--- src/regmap_pkg.sv ---
// constants, field layouts and carrier types for the uart channel register map
package regmap_pkg;

  typedef logic [3:0] reg_offset_t;

  localparam reg_offset_t OFF_HOLDING    = 4'h0;
  localparam reg_offset_t OFF_INT_MASK   = 4'h1;
  localparam reg_offset_t OFF_INT_FIFO   = 4'h2;
  localparam reg_offset_t OFF_LINE_SETUP = 4'h3;
  localparam reg_offset_t OFF_MODEM_CTRL = 4'h4;
  localparam reg_offset_t OFF_LINE_COND  = 4'h5;
  localparam reg_offset_t OFF_MODEM_COND = 4'h6;
  localparam reg_offset_t OFF_SCRATCH    = 4'h7;
  localparam reg_offset_t OFF_TX_FILL    = 4'h8;
  localparam reg_offset_t OFF_RX_FILL    = 4'h9;
  localparam reg_offset_t OFF_GPIO_DIR   = 4'ha;
  localparam reg_offset_t OFF_GPIO_STATE = 4'hb;
  localparam reg_offset_t OFF_GPIO_INT   = 4'hc;
  localparam reg_offset_t OFF_RESERVED   = 4'hd;
  localparam reg_offset_t OFF_GPIO_SETUP = 4'he;
  localparam reg_offset_t OFF_EXTRA      = 4'hf;

  // line_setup value that opens the enhanced register page
  localparam logic [7:0] ENHANCED_PAGE_KEY = 8'hbf;

  localparam int DIV_ACCESS_BIT = 7;
  localparam int ENHANCED_BIT   = 4;
  localparam int UNLOCK_BIT     = 2;
  localparam int FLOW_CHARS     = 4;

  // bits that only count while enhanced_function bit 4 is set
  localparam logic [7:0] INT_MASK_ENH_BITS  = 8'hf0;
  localparam logic [7:0] FIFO_SETUP_ENH_BITS = 8'h30;
  localparam logic [7:0] MODEM_CTRL_ENH_BITS = 8'he0;
  localparam logic [5:0] INT_SRC_ENH_BITS   = 6'h30;

  localparam logic [7:0] RST_BYTE        = 8'h00;
  localparam logic [7:0] RST_LINE_SETUP  = 8'h00;
  localparam logic [7:0] RST_INT_MASK    = 8'h00;
  localparam logic [7:0] RST_FIFO_SETUP  = 8'h00;
  localparam logic [7:0] RST_MODEM_CTRL  = 8'h00;
  localparam logic [7:0] RST_ENHANCED    = 8'h00;
  localparam logic [7:0] RST_EXTRA       = 8'h00;
  localparam logic [7:0] RST_GPIO        = 8'h00;
  localparam logic [7:0] RST_DIVISOR     = 8'h00;

  typedef struct packed {
    logic       div_access;
    logic       force_break;
    logic       forced_parity;
    logic       even_parity;
    logic       parity_en;
    logic       stop_bits;
    logic [1:0] word_len;
  } line_setup_t;

  typedef struct packed {
    logic [1:0] rx_trigger;
    logic [1:0] tx_trigger;
    logic       dma_mode;
    logic       tx_reset;
    logic       rx_reset;
    logic       fifo_en;
  } fifo_setup_t;

  typedef struct packed {
    logic prescale_sel;
    logic ir_mode;
    logic any_char_resume;
    logic loopback;
    logic aux_output_two;
    logic unlock;
    logic rts_ctrl;
    logic dtr_ctrl;
  } modem_line_control_t;

  typedef enum logic [4:0] {
    TGT_NONE, TGT_HOLDING, TGT_DIV_LO, TGT_DIV_HI, TGT_INT_MASK, TGT_FRAC,
    TGT_INT_FIFO, TGT_ENHANCED, TGT_LINE_SETUP, TGT_MODEM_CTRL, TGT_LINE_COND,
    TGT_MODEM_COND, TGT_HALT_RESUME, TGT_SCRATCH, TGT_TRIGGER, TGT_FLOW_CHAR,
    TGT_TX_FILL, TGT_RX_FILL, TGT_GPIO_DIR, TGT_GPIO_STATE, TGT_GPIO_INT,
    TGT_RESERVED, TGT_GPIO_SETUP, TGT_EXTRA
  } reg_target_t;

  // state reported by the serial engine of the channel
  typedef struct packed {
    logic [7:0] rx_byte;
    logic [7:0] line_flags;
    logic [5:0] int_code;
    logic [6:0] tx_fill;
    logic [6:0] rx_fill;
  } chan_status_t;

  // effective settings handed to the serial engine
  typedef struct packed {
    line_setup_t                         line_setup;
    logic [7:0]                          int_mask;
    fifo_setup_t                         fifo_setup;
    modem_line_control_t                 modem_ctrl;
    logic [15:0]                         baud_divisor;
    logic [7:0]                          baud_fraction;
    logic [7:0]                          enhanced_function;
    logic [7:0]                          halt_resume;
    logic [7:0]                          trigger_levels;
    logic [7:0]                          extra_features;
    logic [7:0]                          gpio_direction;
    logic [7:0]                          gpio_pin_state;
    logic [7:0]                          gpio_int_mask;
    logic [7:0]                          gpio_setup;
    logic [FLOW_CHARS-1:0][7:0]          flow_chars;
  } chan_config_t;

endpackage

--- src/flow_char_bank.sv ---
// small byte store holding the software flow-control characters
`timescale 1ns/10ps
module flow_char_bank
  #(
  parameter int DEPTH = 4,
  parameter int WIDTH = 8
  )
  (
  input  wire logic                           core_clk,
  input  wire logic                           rst,
  input  wire logic                           wr_en,
  input  wire logic [$clog2(DEPTH)-1:0]       wr_idx,
  input  wire logic [WIDTH-1:0]               wr_data,
  output logic      [DEPTH-1:0][WIDTH-1:0]    entries_q
  );

  genvar i;
  generate
    for (i = 0; i < DEPTH; i++)
    begin : g_entry
      always_ff @(posedge core_clk or posedge rst)
      begin
        if (rst)
        begin
          entries_q[i] <= '0;
        end
        else if (wr_en && (wr_idx == ($clog2(DEPTH))'(i)))
        begin
          entries_q[i] <= wr_data;
        end
      end
    end
  endgenerate

endmodule

--- src/uart_channel_register_map.sv ---
// register map and overlaid address decode of one uart channel
`timescale 1ns/10ps
module uart_channel_register_map
  (
  input  wire logic                    core_clk,
  input  wire logic                    rst,
  input  wire regmap_pkg::reg_offset_t reg_addr,
  input  wire logic                    reg_wr,
  input  wire logic                    reg_rd,
  input  wire logic [7:0]              reg_wdata,
  output logic      [7:0]              reg_rdata_q,
  input  wire regmap_pkg::chan_status_t status,
  input  wire logic                    carrier_detect_input_n,
  input  wire logic                    ring_indicator_input_n,
  input  wire logic                    data_set_ready_n,
  input  wire logic                    clear_to_send_n,
  output regmap_pkg::chan_config_t     config_q,
  output logic      [7:0]              tx_data_q,
  output logic                         tx_push_q,
  output logic                         rx_pop_q,
  output logic                         tx_fifo_reset_q,
  output logic                         rx_fifo_reset_q,
  output logic                         data_terminal_ready_n_q,
  output logic                         request_to_send_n_q,
  output logic                         aux_output_two_n_q
  );

  import regmap_pkg::*;

  line_setup_t         line_setup_q;
  logic [7:0]          int_mask_q;
  fifo_setup_t         fifo_setup_q;
  modem_line_control_t modem_ctrl_q;
  logic [7:0]          div_lo_q;
  logic [7:0]          div_hi_q;
  logic [7:0]          frac_q;
  logic [7:0]          enhanced_q;
  logic [7:0]          halt_resume_q;
  logic [7:0]          trigger_q;
  logic [7:0]          scratch_q;
  logic [7:0]          extra_q;
  logic [7:0]          gpio_dir_q;
  logic [7:0]          gpio_state_q;
  logic [7:0]          gpio_int_q;
  logic [7:0]          gpio_setup_q;
  logic [3:0]          modem_meta_q;
  logic [3:0]          modem_sync_q;
  logic [3:0]          modem_prev_q;
  logic [3:0]          modem_delta_q;
  logic [FLOW_CHARS-1:0][7:0] flow_chars;

  reg_target_t         tgt;
  logic                enh_on;
  logic                page_key;
  logic                unlock_on;
  logic [7:0]          int_mask_eff;
  logic [7:0]          fifo_setup_eff;
  logic [7:0]          modem_ctrl_eff;
  logic [5:0]          int_code_eff;
  logic [7:0]          rdata_d;
  logic                wr_flow;
  logic [1:0]          flow_idx;

  assign page_key  = (line_setup_q == ENHANCED_PAGE_KEY);
  assign enh_on    = enhanced_q[ENHANCED_BIT];
  assign unlock_on = modem_ctrl_q.unlock;

  // enhanced fields behave as zero until enabled
  assign int_mask_eff   = enh_on ? int_mask_q : (int_mask_q & ~INT_MASK_ENH_BITS);
  assign fifo_setup_eff = enh_on ? fifo_setup_q : (fifo_setup_q & ~FIFO_SETUP_ENH_BITS);
  assign modem_ctrl_eff = enh_on ? modem_ctrl_q : (modem_ctrl_q & ~MODEM_CTRL_ENH_BITS);
  assign int_code_eff   = enh_on ? status.int_code : (status.int_code & ~INT_SRC_ENH_BITS);

  // pick which overlaid register the offset reaches
  always_comb
  begin
    tgt = TGT_NONE;
    case (reg_addr)
      OFF_HOLDING:
      begin
        tgt = line_setup_q.div_access ? TGT_DIV_LO : TGT_HOLDING;
      end
      OFF_INT_MASK:
      begin
        tgt = line_setup_q.div_access ? TGT_DIV_HI : TGT_INT_MASK;
      end
      OFF_INT_FIFO:
      begin
        if (page_key)
        begin
          tgt = TGT_ENHANCED;
        end
        else if (line_setup_q.div_access && enh_on)
        begin
          tgt = TGT_FRAC;
        end
        else
        begin
          tgt = TGT_INT_FIFO;
        end
      end
      OFF_LINE_SETUP:
      begin
        tgt = TGT_LINE_SETUP;
      end
      OFF_MODEM_CTRL:
      begin
        tgt = page_key ? TGT_FLOW_CHAR : TGT_MODEM_CTRL;
      end
      OFF_LINE_COND:
      begin
        tgt = page_key ? TGT_FLOW_CHAR : TGT_LINE_COND;
      end
      OFF_MODEM_COND:
      begin
        if (page_key)
        begin
          tgt = TGT_FLOW_CHAR;
        end
        else
        begin
          tgt = unlock_on ? TGT_HALT_RESUME : TGT_MODEM_COND;
        end
      end
      OFF_SCRATCH:
      begin
        if (page_key)
        begin
          tgt = TGT_FLOW_CHAR;
        end
        else
        begin
          tgt = unlock_on ? TGT_TRIGGER : TGT_SCRATCH;
        end
      end
      OFF_TX_FILL:    tgt = TGT_TX_FILL;
      OFF_RX_FILL:    tgt = TGT_RX_FILL;
      OFF_GPIO_DIR:   tgt = TGT_GPIO_DIR;
      OFF_GPIO_STATE: tgt = TGT_GPIO_STATE;
      OFF_GPIO_INT:   tgt = TGT_GPIO_INT;
      OFF_RESERVED:   tgt = TGT_RESERVED;
      OFF_GPIO_SETUP: tgt = TGT_GPIO_SETUP;
      OFF_EXTRA:      tgt = TGT_EXTRA;
      default:        tgt = TGT_NONE;
    endcase
  end

  // read data selection
  always_comb
  begin
    rdata_d = 8'h00;
    case (tgt)
      TGT_HOLDING:     rdata_d = status.rx_byte;
      TGT_DIV_LO:      rdata_d = div_lo_q;
      TGT_DIV_HI:      rdata_d = div_hi_q;
      TGT_INT_MASK:    rdata_d = int_mask_eff;
      TGT_FRAC:        rdata_d = frac_q;
      TGT_INT_FIFO:    rdata_d = {{2{fifo_setup_q.fifo_en}}, int_code_eff};
      TGT_ENHANCED:    rdata_d = enhanced_q;
      TGT_LINE_SETUP:  rdata_d = line_setup_q;
      TGT_MODEM_CTRL:  rdata_d = modem_ctrl_eff;
      TGT_LINE_COND:   rdata_d = status.line_flags;
      TGT_MODEM_COND:  rdata_d = {modem_sync_q, modem_delta_q};
      TGT_HALT_RESUME: rdata_d = halt_resume_q;
      TGT_SCRATCH:     rdata_d = scratch_q;
      TGT_TRIGGER:     rdata_d = trigger_q;
      TGT_FLOW_CHAR:   rdata_d = flow_chars[flow_idx];
      TGT_TX_FILL:     rdata_d = {1'b0, status.tx_fill};
      TGT_RX_FILL:     rdata_d = {1'b0, status.rx_fill};
      TGT_GPIO_DIR:    rdata_d = gpio_dir_q;
      TGT_GPIO_STATE:  rdata_d = gpio_state_q;
      TGT_GPIO_INT:    rdata_d = gpio_int_q;
      TGT_RESERVED:    rdata_d = 8'h00;
      TGT_GPIO_SETUP:  rdata_d = gpio_setup_q;
      TGT_EXTRA:       rdata_d = extra_q;
      default:         rdata_d = 8'h00;
    endcase
  end

  always_ff @(posedge core_clk or posedge rst)
  begin
    if (rst)
    begin
      reg_rdata_q <= 8'h00;
    end
    else if (reg_rd)
    begin
      reg_rdata_q <= rdata_d;
    end
  end

  // holding register traffic toward the serial engine
  always_ff @(posedge core_clk or posedge rst)
  begin
    if (rst)
    begin
      tx_data_q <= RST_BYTE;
      tx_push_q <= 1'b0;
      rx_pop_q  <= 1'b0;
    end
    else
    begin
      tx_push_q <= reg_wr && (tgt == TGT_HOLDING);
      rx_pop_q  <= reg_rd && (tgt == TGT_HOLDING);
      if (reg_wr && (tgt == TGT_HOLDING))
      begin
        tx_data_q <= reg_wdata;
      end
    end
  end

  // baud divisor bytes
  always_ff @(posedge core_clk or posedge rst)
  begin
    if (rst)
    begin
      div_lo_q <= RST_DIVISOR;
      div_hi_q <= RST_DIVISOR;
      frac_q   <= RST_DIVISOR;
    end
    else if (reg_wr)
    begin
      if (tgt == TGT_DIV_LO)
      begin
        div_lo_q <= reg_wdata;
      end
      if (tgt == TGT_DIV_HI)
      begin
        div_hi_q <= reg_wdata;
      end
      if (tgt == TGT_FRAC)
      begin
        frac_q <= reg_wdata;
      end
    end
  end

  // line, interrupt, modem and enhanced control
  always_ff @(posedge core_clk or posedge rst)
  begin
    if (rst)
    begin
      line_setup_q <= RST_LINE_SETUP;
      int_mask_q   <= RST_INT_MASK;
      modem_ctrl_q <= RST_MODEM_CTRL;
      enhanced_q   <= RST_ENHANCED;
    end
    else if (reg_wr)
    begin
      case (tgt)
        TGT_LINE_SETUP: line_setup_q <= reg_wdata;
        TGT_INT_MASK:   int_mask_q   <= reg_wdata;
        TGT_MODEM_CTRL: modem_ctrl_q <= reg_wdata;
        TGT_ENHANCED:   enhanced_q   <= reg_wdata;
        default:        line_setup_q <= line_setup_q;
      endcase
    end
  end

  // fifo_setup is write-only; its reset bits become one-cycle pulses
  always_ff @(posedge core_clk or posedge rst)
  begin
    if (rst)
    begin
      fifo_setup_q    <= RST_FIFO_SETUP;
      tx_fifo_reset_q <= 1'b0;
      rx_fifo_reset_q <= 1'b0;
    end
    else if (reg_wr && (tgt == TGT_INT_FIFO))
    begin
      fifo_setup_q    <= reg_wdata;
      tx_fifo_reset_q <= reg_wdata[2];
      rx_fifo_reset_q <= reg_wdata[1];
    end
    else
    begin
      tx_fifo_reset_q <= 1'b0;
      rx_fifo_reset_q <= 1'b0;
    end
  end

  // flow thresholds, trigger levels, scratch
  always_ff @(posedge core_clk or posedge rst)
  begin
    if (rst)
    begin
      halt_resume_q <= RST_BYTE;
      trigger_q     <= RST_BYTE;
      scratch_q     <= RST_BYTE;
    end
    else if (reg_wr)
    begin
      case (tgt)
        TGT_HALT_RESUME: halt_resume_q <= reg_wdata;
        TGT_TRIGGER:     trigger_q     <= reg_wdata;
        TGT_SCRATCH:     scratch_q     <= reg_wdata;
        default:         scratch_q     <= scratch_q;
      endcase
    end
  end

  // gpio and extra feature bytes; reserved and fill offsets ignore writes
  always_ff @(posedge core_clk or posedge rst)
  begin
    if (rst)
    begin
      gpio_dir_q   <= RST_GPIO;
      gpio_state_q <= RST_GPIO;
      gpio_int_q   <= RST_GPIO;
      gpio_setup_q <= RST_GPIO;
      extra_q      <= RST_EXTRA;
    end
    else if (reg_wr)
    begin
      case (tgt)
        TGT_GPIO_DIR:   gpio_dir_q   <= reg_wdata;
        TGT_GPIO_STATE: gpio_state_q <= reg_wdata;
        TGT_GPIO_INT:   gpio_int_q   <= reg_wdata;
        TGT_GPIO_SETUP: gpio_setup_q <= reg_wdata;
        TGT_EXTRA:      extra_q      <= reg_wdata;
        default:        extra_q      <= extra_q;
      endcase
    end
  end

  // resume and stop characters live in the byte bank
  assign wr_flow  = reg_wr && (tgt == TGT_FLOW_CHAR);
  assign flow_idx = reg_addr[1:0];

  flow_char_bank
    #(
    .DEPTH (FLOW_CHARS),
    .WIDTH (8)
    )
  u_flow_chars
    (
    .core_clk  (core_clk),
    .rst       (rst),
    .wr_en     (wr_flow),
    .wr_idx    (flow_idx),
    .wr_data   (reg_wdata),
    .entries_q (flow_chars)
    );

  // modem input pins, synchronised before use
  always_ff @(posedge core_clk or posedge rst)
  begin
    if (rst)
    begin
      modem_meta_q <= 4'h0;
      modem_sync_q <= 4'h0;
      modem_prev_q <= 4'h0;
    end
    else
    begin
      modem_meta_q <= ~{carrier_detect_input_n, ring_indicator_input_n, data_set_ready_n, clear_to_send_n};
      modem_sync_q <= modem_meta_q;
      modem_prev_q <= modem_sync_q;
    end
  end

  // change flags: sticky, cleared by reading, a new change wins over the clear
  genvar b;
  generate
    for (b = 0; b < 4; b++)
    begin : g_delta
      always_ff @(posedge core_clk or posedge rst)
      begin
        if (rst)
        begin
          modem_delta_q[b] <= 1'b0;
        end
        else if (modem_sync_q[b] != modem_prev_q[b])
        begin
          modem_delta_q[b] <= 1'b1;
        end
        else if (reg_rd && (tgt == TGT_MODEM_COND))
        begin
          modem_delta_q[b] <= 1'b0;
        end
      end
    end
  endgenerate

  // effective settings and handshake pins toward the channel
  always_ff @(posedge core_clk or posedge rst)
  begin
    if (rst)
    begin
      config_q                <= '0;
      data_terminal_ready_n_q <= 1'b1;
      request_to_send_n_q     <= 1'b1;
      aux_output_two_n_q      <= 1'b1;
    end
    else
    begin
      config_q.line_setup        <= line_setup_q;
      config_q.int_mask          <= int_mask_eff;
      config_q.fifo_setup        <= fifo_setup_eff;
      config_q.modem_ctrl        <= modem_ctrl_eff;
      config_q.baud_divisor      <= {div_hi_q, div_lo_q};
      config_q.baud_fraction     <= frac_q;
      config_q.enhanced_function <= enhanced_q;
      config_q.halt_resume       <= halt_resume_q;
      config_q.trigger_levels    <= trigger_q;
      config_q.extra_features    <= extra_q;
      config_q.gpio_direction    <= gpio_dir_q;
      config_q.gpio_pin_state    <= gpio_state_q;
      config_q.gpio_int_mask     <= gpio_int_q;
      config_q.gpio_setup        <= gpio_setup_q;
      config_q.flow_chars        <= flow_chars;
      data_terminal_ready_n_q    <= ~modem_ctrl_q.dtr_ctrl;
      request_to_send_n_q        <= ~modem_ctrl_q.rts_ctrl;
      aux_output_two_n_q         <= ~modem_ctrl_q.aux_output_two;
    end
  end

endmodule

--- config.mk ---
export PLATFORM = sky130hd
export DESIGN_NAME = uart_channel_register_map
export DESIGN_NICKNAME = d
export VERILOG_FILES = /design/src/regmap_pkg.sv /design/src/flow_char_bank.sv /design/src/uart_channel_register_map.sv
export SDC_FILE = /design/constraint.sdc
export NUM_CORES = 1
export LEC_CHECK = 0
export BUFFER_PORTS_ARGS = -buffer_cell sky130_fd_sc_hd__buf_2
export CAP_MARGIN = 20
export CORE_AREA = 2 2 146 162
export CTS_CLUSTER_DIAMETER = 120
export DETAILED_ROUTE_END_ITERATION = 8
export DIE_AREA = 0 0 148 164
export HOLD_SLACK_MARGIN = 0.08
export MAX_ROUTING_LAYER = met4
export PLACE_DENSITY = 0.85
export SYNTH_ARGS = -nofsm -noshare
export SYNTH_HDL_FRONTEND = slang
export SYNTH_SLANG_ARGS = --single-unit
--- constraint.sdc ---
create_clock -name core_clk -period 19.72 [get_ports core_clk]
set_clock_uncertainty 0.05 [all_clocks]
set_input_delay 0.986 -clock core_clk [delete_from_list [all_inputs] [get_ports core_clk]]
set_output_delay 0.986 -clock core_clk [all_outputs]
set_load 0.01 [all_outputs]
### Word-level counts from Yosys, hierarchy flattened

Cells that the tools add are included.

* magnitude comparators: 1
* equality and inequality tests: 45
* mux-type cells: 25
* bitwise operators: 4
* reductions and logical operators: 31

Operators with widths (number)
* one-hot mux 8 bit (22 select lines): 1
* one-hot mux 5 bit (16 select lines): 1
* == test 5 x 4 -> 1 bit, second input constant: 8
* == test 5 bit, second input constant: 7
* == test 4 bit, second input constant: 8
* AND reduction 2 bit: 15
* two-way mux 8 bit: 3
* == test 5 x 3 -> 1 bit, second input constant: 4
* binary-select mux 8 bit (select 2 bit): 1
* == test 4 x 3 -> 1 bit, second input constant: 4
* two-way mux 3 bit: 5
* two-way mux 6 bit: 2
* == test 5 x 2 -> 1 bit, second input constant: 2
* logical AND 1 bit: 10
* two-way mux 2 bit: 5
* == test 4 x 2 -> 1 bit, second input constant: 2
* == test 8 bit, second input constant: 1
* nonzero test 2 bit: 4
* two-way mux 1 bit: 7
* == test 5 x 1 -> 1 bit, second input constant: 1
* == test 2 bit, second input constant: 2
* == test 4 x 1 -> 1 bit, second input constant: 1
* zero test 4 bit: 1
* != test 1 bit: 4
* 5 further kinds: 7

* register bits after elaboration: 351
* bits of input ports: 56
* output and inout port bits: 175
* logic and storage cells: 196

### Depth between registers and ports, before layout

* word-level depth: 8
* gate-level depth with buffers: 11
* gate-level depth less buffers: 7

### Modules after synthesis

Synthesis repeated with hierarchy kept, for this count alone.

* cell total of the unflattened synthesis: 892
* area, all modules: 13158.9 um^2

By module, submodules not included
* uart_channel_register_map: times used 1, cells each 823, area each 11942.7 um^2, sequential area each 7986.4 um^2
* flow_char_bank: times used 1, cells each 69, area each 1216.2 um^2, sequential area each 800.8 um^2

### Worst setup path before layout

No wires, ideal clock.

* path type: input to register
* from: input port reg_addr[0]
* to: register reg_rdata_q[4]
* data arrival time: 2752 ps
* slack: 16785 ps
* cell stages on the path: 10
* path buffers: 3
* cells stage by stage: buf_6 > nor2b_1 > buf_4 > o2bb2ai_1 > a211o_4 > and2_1 > buf_6 > a211o_1 > a2111oi_2 > a31oi_1

* cells in the longest elaborated chain, start to end: 4

Ends and longest elaborated chain
* start: declaration: line uart_channel_register_map.sv:7 `input wire regmap_pkg::reg_offset_t reg_addr,`
* == test 4 bit (tied with other cells): line uart_channel_register_map.sv:78 `case (reg_addr)`
* one-hot mux 5 bit (16 select lines): line uart_channel_register_map.sv:78
* == test 5 bit (tied with other cells): line uart_channel_register_map.sv:152 `case (tgt)`
* one-hot mux 8 bit (22 select lines) *: line uart_channel_register_map.sv:152
* end signal: assignment: line uart_channel_register_map.sv:188 `reg_rdata_q <= rdata_d;`
* end: declaration: line uart_channel_register_map.sv:11 `output logic [7:0] reg_rdata_q,`

Every way passes the cells marked *; elsewhere a longest branch is shown, timed or not. The select of a mux whose other input is x is not followed.
A chain may end at the register's enable or synchronous reset.

### Worst setup path after layout

* from: input port reg_addr[1]
* to: register fifo_setup_q[0] in the netlist's numbering

* cells in the longest elaborated chain, start to end: 4

Ends and longest elaborated chain
* == test 4 bit (tied with other cells): line uart_channel_register_map.sv:78
* one-hot mux 5 bit (16 select lines) *: line uart_channel_register_map.sv:78
* == test 5 x 3 -> 1 bit *: line uart_channel_register_map.sv:269 `else if (reg_wr && (tgt == TGT_INT_FIFO))`
* logical AND 1 bit *: line uart_channel_register_map.sv:269
* end signal: assignment: line uart_channel_register_map.sv:271 `fifo_setup_q <= reg_wdata;`
* end: declaration: line uart_channel_register_map.sv:32 `fifo_setup_t fifo_setup_q;`

Every way passes the cells marked *; elsewhere a longest branch is shown, timed or not.

==> metrics.md <==
| Metric | Value |
|---|---|
| Outcome | finished clean |
| Synth Area in Simple Gates | 7.178% |
| VDD IR max | 0.06805 mV |
| Synthesized area per cell | 14.64 um^2 |
| Count of final hold-check violations | 0 |
| Placeable Area | 22640 um^2 |
| Power Total | 1909 uW |
| Slew HR | 25.86% |
| Largest Register | config_q |
| Crit path DAT | 4.12 ns |
| Via count | 8866 |
| Met1 Use GR | 40.36% |
| Row count | 58 |
| Max clock buf depth | 3 |
| Clk root buf | clkbuf_16 |
| DIE AREA | 24270 um^2 |
| Die Y | 164 um |
| Chip Width | 148 um |
| Initial antenna violation count | 0 |
| Top FF cell, synth | dfrtp_1 |
| Mapped Area | 13350 um^2 |
| Worst-margin pin slew | 1.102 ns |
| Routed wire length | 36.63 mm |
| Synth cell count leaders | dfrtp_1 (348), mux2_2 (118), nand2_1 (47), nor2_1 (27), mux2_1 (24) |
| Final slew viol count | 0 |
| DRT iter0 DRCs | 845 |
| Wire per inst | 25.07 um |
| Share of the synthesized area in the top cell type | 65.22% |
| Fmax | 264.6 MHz |
| Synth Warn # | 0 |
| DRC | 0 |
| Effective utilization at floorplan | 58.97% |
| LEAKAGE | 0.007927 uW |
| GRT Total Usage | 31.25% |
| Antenna-violating nets left | 0 |
| Synth top area cells | dfrtp_1 (65%), mux2_2 (10%), mux2_1 (2.0%), mux4_2 (1.9%), nand2_1 (1.3%) |
| Max reg flops | 152 |
| Place WS | 15.48 ns |
| Final setup vio count | 0 |
| Syn-to-layout area delta | 18.78% |
| Clock Pin Slew Worst Setup and Hold Paths | 0.06 ns |
| Filler Cell Count | 1533 |
| M2 GR Usage | 49.73% |
| Min-delay worst type | reg -> reg |
| HPWL after detailed placement | 24.50 mm |
| # port buffers | 230 |
| Data required time of the critical path | 20.06 ns |
| Clk sinks | 351 |
| Setup TNS | 0 ns |
| WS Path Type | in -> reg |
| CTS Buf Count | 34 |
| Register bit total from synthesis | 351 |
| Total setup buffers inserted after CTS | 0 |
| Cell variety after synth | 83 |
| Area fraction in compound gates after synthesis | 8.358% |
| Post-synth EDFFs | 0 |
| H-Tree Depth | 2 |
| Combinational family with the most area after synthesis | multiplexers |
| Yosys top cell by area | dfrtp_1 |
| Pwr/cell area | 120.4 nW/um^2 |
| Most Used Layer, Global Route | met2 |
| Met3 usage | 5.111% |
| Multiplexer area fraction after synthesis | 15.70% |
| Hold buffers post-CTS | 0 |
| Unrepaired setup endpoints after global routing | false |
| Critical path, cell by cell | buf_2 -> buf_4 -> nor2b_1 -> o21a_1 -> and3_1 -> nand2_1 -> mux2_2 |
| Worst setup SP type | input port |
| Slowest-stage cell, CP | o21a_1 |
| Syn Inst Count | 912 |
| Adder-cell share of the synthesized area | 0% |
| Pin count of the biggest net entering global routing | 111 |
| First-pass GRT wire length | 54.90 mm |
| Ys async rst share | 100.0% |
| Maxcap violations | 0 |
| Tmin final | 3.780 ns |
| Vias per inst | 6.068 |
| Synth Net Count | 968 |
| Largest registers | config_q x152, u_flow_chars.entries_q x32 |
| First-pass detailed-route iteration total | 5 |
| Clk_lat worst skew | 0.51 ns |
| CTS resizes | 0 |
| CTS tree | built |
| Crit path max fanout | 43 |
| Xor-xnor portion of the synthesized cell area | 0.3280% |
| Vias in the first global route | 9071 |
| Post-synthesis sequential area ratio | 65.81% |
| Endpoint class of the critical path | flip-flop |
| Max stage delay on crit path | 0.74 ns |
| Count leader, synth | dfrtp_1 |
| Tcrit/Tclk final | 19.17% |
| Final worst setup slack | 15.94 ns |
| Diodes inserted | 0 |
| # IOs | 231 |
| Layout net count | 1192 |
| Congestion Overflow GR | 0 |
| Share of layout cells above drive strength 1 | 39.28% |
| Final GP Congestion | 0.9717 |
## cell type report
class	instances	area [um^2]	share of cell area (%)
well taps	300	375.4	2.367
clock buffers	51	1018	6.422
flip-flops and latches	351	8787	55.40
clock inverters	10	150.1	0.9467
multi-input cells	492	4215	26.58
inverters	18	75.07	0.4733
repair buffers	239	1239	7.810
## cells in the final DEF, fill, tap and decap left out, drive strengths merged, types with 3 or more instances in the layout
| master | n |
|---|---|
| and3 | 6 |
| a21o | 8 |
| buf | 239 |
| clkinv | 7 |
| o32ai | 3 |
| mux2 | 148 |
| a21oi | 16 |
| dfstp | 3 |
| o22ai | 3 |
| mux4 | 11 |
| a2bb2oi | 3 |
| nand2 | 52 |
| a221oi | 14 |
| nor3 | 12 |
| a22o | 5 |
| nand2b | 3 |
| nor3b | 3 |
| nor2b | 11 |
| a221o | 5 |
| inv | 17 |
| a31oi | 10 |
| a222oi | 5 |
| mux2i | 16 |
| xor2 | 5 |
| bufinv | 4 |
| and2 | 13 |
| nand4 | 6 |
| o21ai | 24 |
| nor4 | 3 |
| clkbuf | 51 |
| a32oi | 5 |
| a211o | 3 |
| nor2 | 29 |
| a211oi | 12 |
| a32o | 3 |
| nand3 | 16 |
| dfrtp | 348 |
| a22oi | 15 |
## cell families (layout without fill, tap and decap cells)
kind of cell,count (synthesis),in the layout
compound gates,145,145
simple gates,167,167
mux,175,175
flops,351,351
xor+xnor,5,5
buf+inv,69,318
## final timing paths
path                                             startpoint                           to  slack [ns]  depth (start not counted)
worst max-delay path                            reg_addr[1]  fifo_setup_q[0]$_DFFE_PP0P_       15.94                          7
worst min-delay path              modem_meta_q[0]$_DFF_PP0_    modem_sync_q[0]$_DFF_PP0_        0.30                          0
worst max register to register  line_setup_q[7]$_DFFE_PP0P_  modem_ctrl_q[5]$_DFFE_PP0P_       16.63                          8
worst min register to register    modem_meta_q[0]$_DFF_PP0_    modem_sync_q[0]$_DFF_PP0_        0.30                          0
max in group asynchronous                               rst  gpio_setup_q[6]$_DFFE_PP0P_       16.69                          4
min in group asynchronous                               rst      config_q[150]$_DFF_PP0_        0.56                          2
## worst max-delay path: cells and delay by family
kind | cells | cell delay [ns]
buffers and inverters | 2 | 0.48
multiplexers | 1 | 0.39
AND/OR/NAND/NOR | 3 | 1.50
AO/OA/AOI/OAI | 1 | 0.74
## power breakdown
| part | internal [uW] | total (uW) | switching (uW) | leakage (uW) |
|---|---|---|---|---|
| registers | 855 | 949 | 93.8 | 0.00449 |
| clock network | 410 | 676 | 266 | 0.000577 |
| logic | 129 | 284 | 155 | 0.00286 |
| total | 1390 | 1910 | 515 | 0.00793 |
## routing by layer
| metal | routed length (um) | part of all wire (%) |
|---|---|---|
| met1 | 14550 | 40 |
| met2 | 18000 | 49 |
| met3 | 2467 | 6.7 |
| met4 | 1615 | 4.4 |
| met5 | 0 | 0 |
## metrics by stage
stage	area, um^2	std cells	hold slack (ns)	utilization, %
2_1_floorplan	13350	912	0.2812	-
3_3_place_gp	14660	1399	0.2838	64.77
3_5_place_dp	14660	1399	0.2878	64.77
4_1_cts	15830	1460	0.3036	69.93
5_1_grt	15860	1461	0.3175	70.05
6_report	15860	1461	0.3010	70.05
Note: power is estimated with default switching activity, not from simulation.
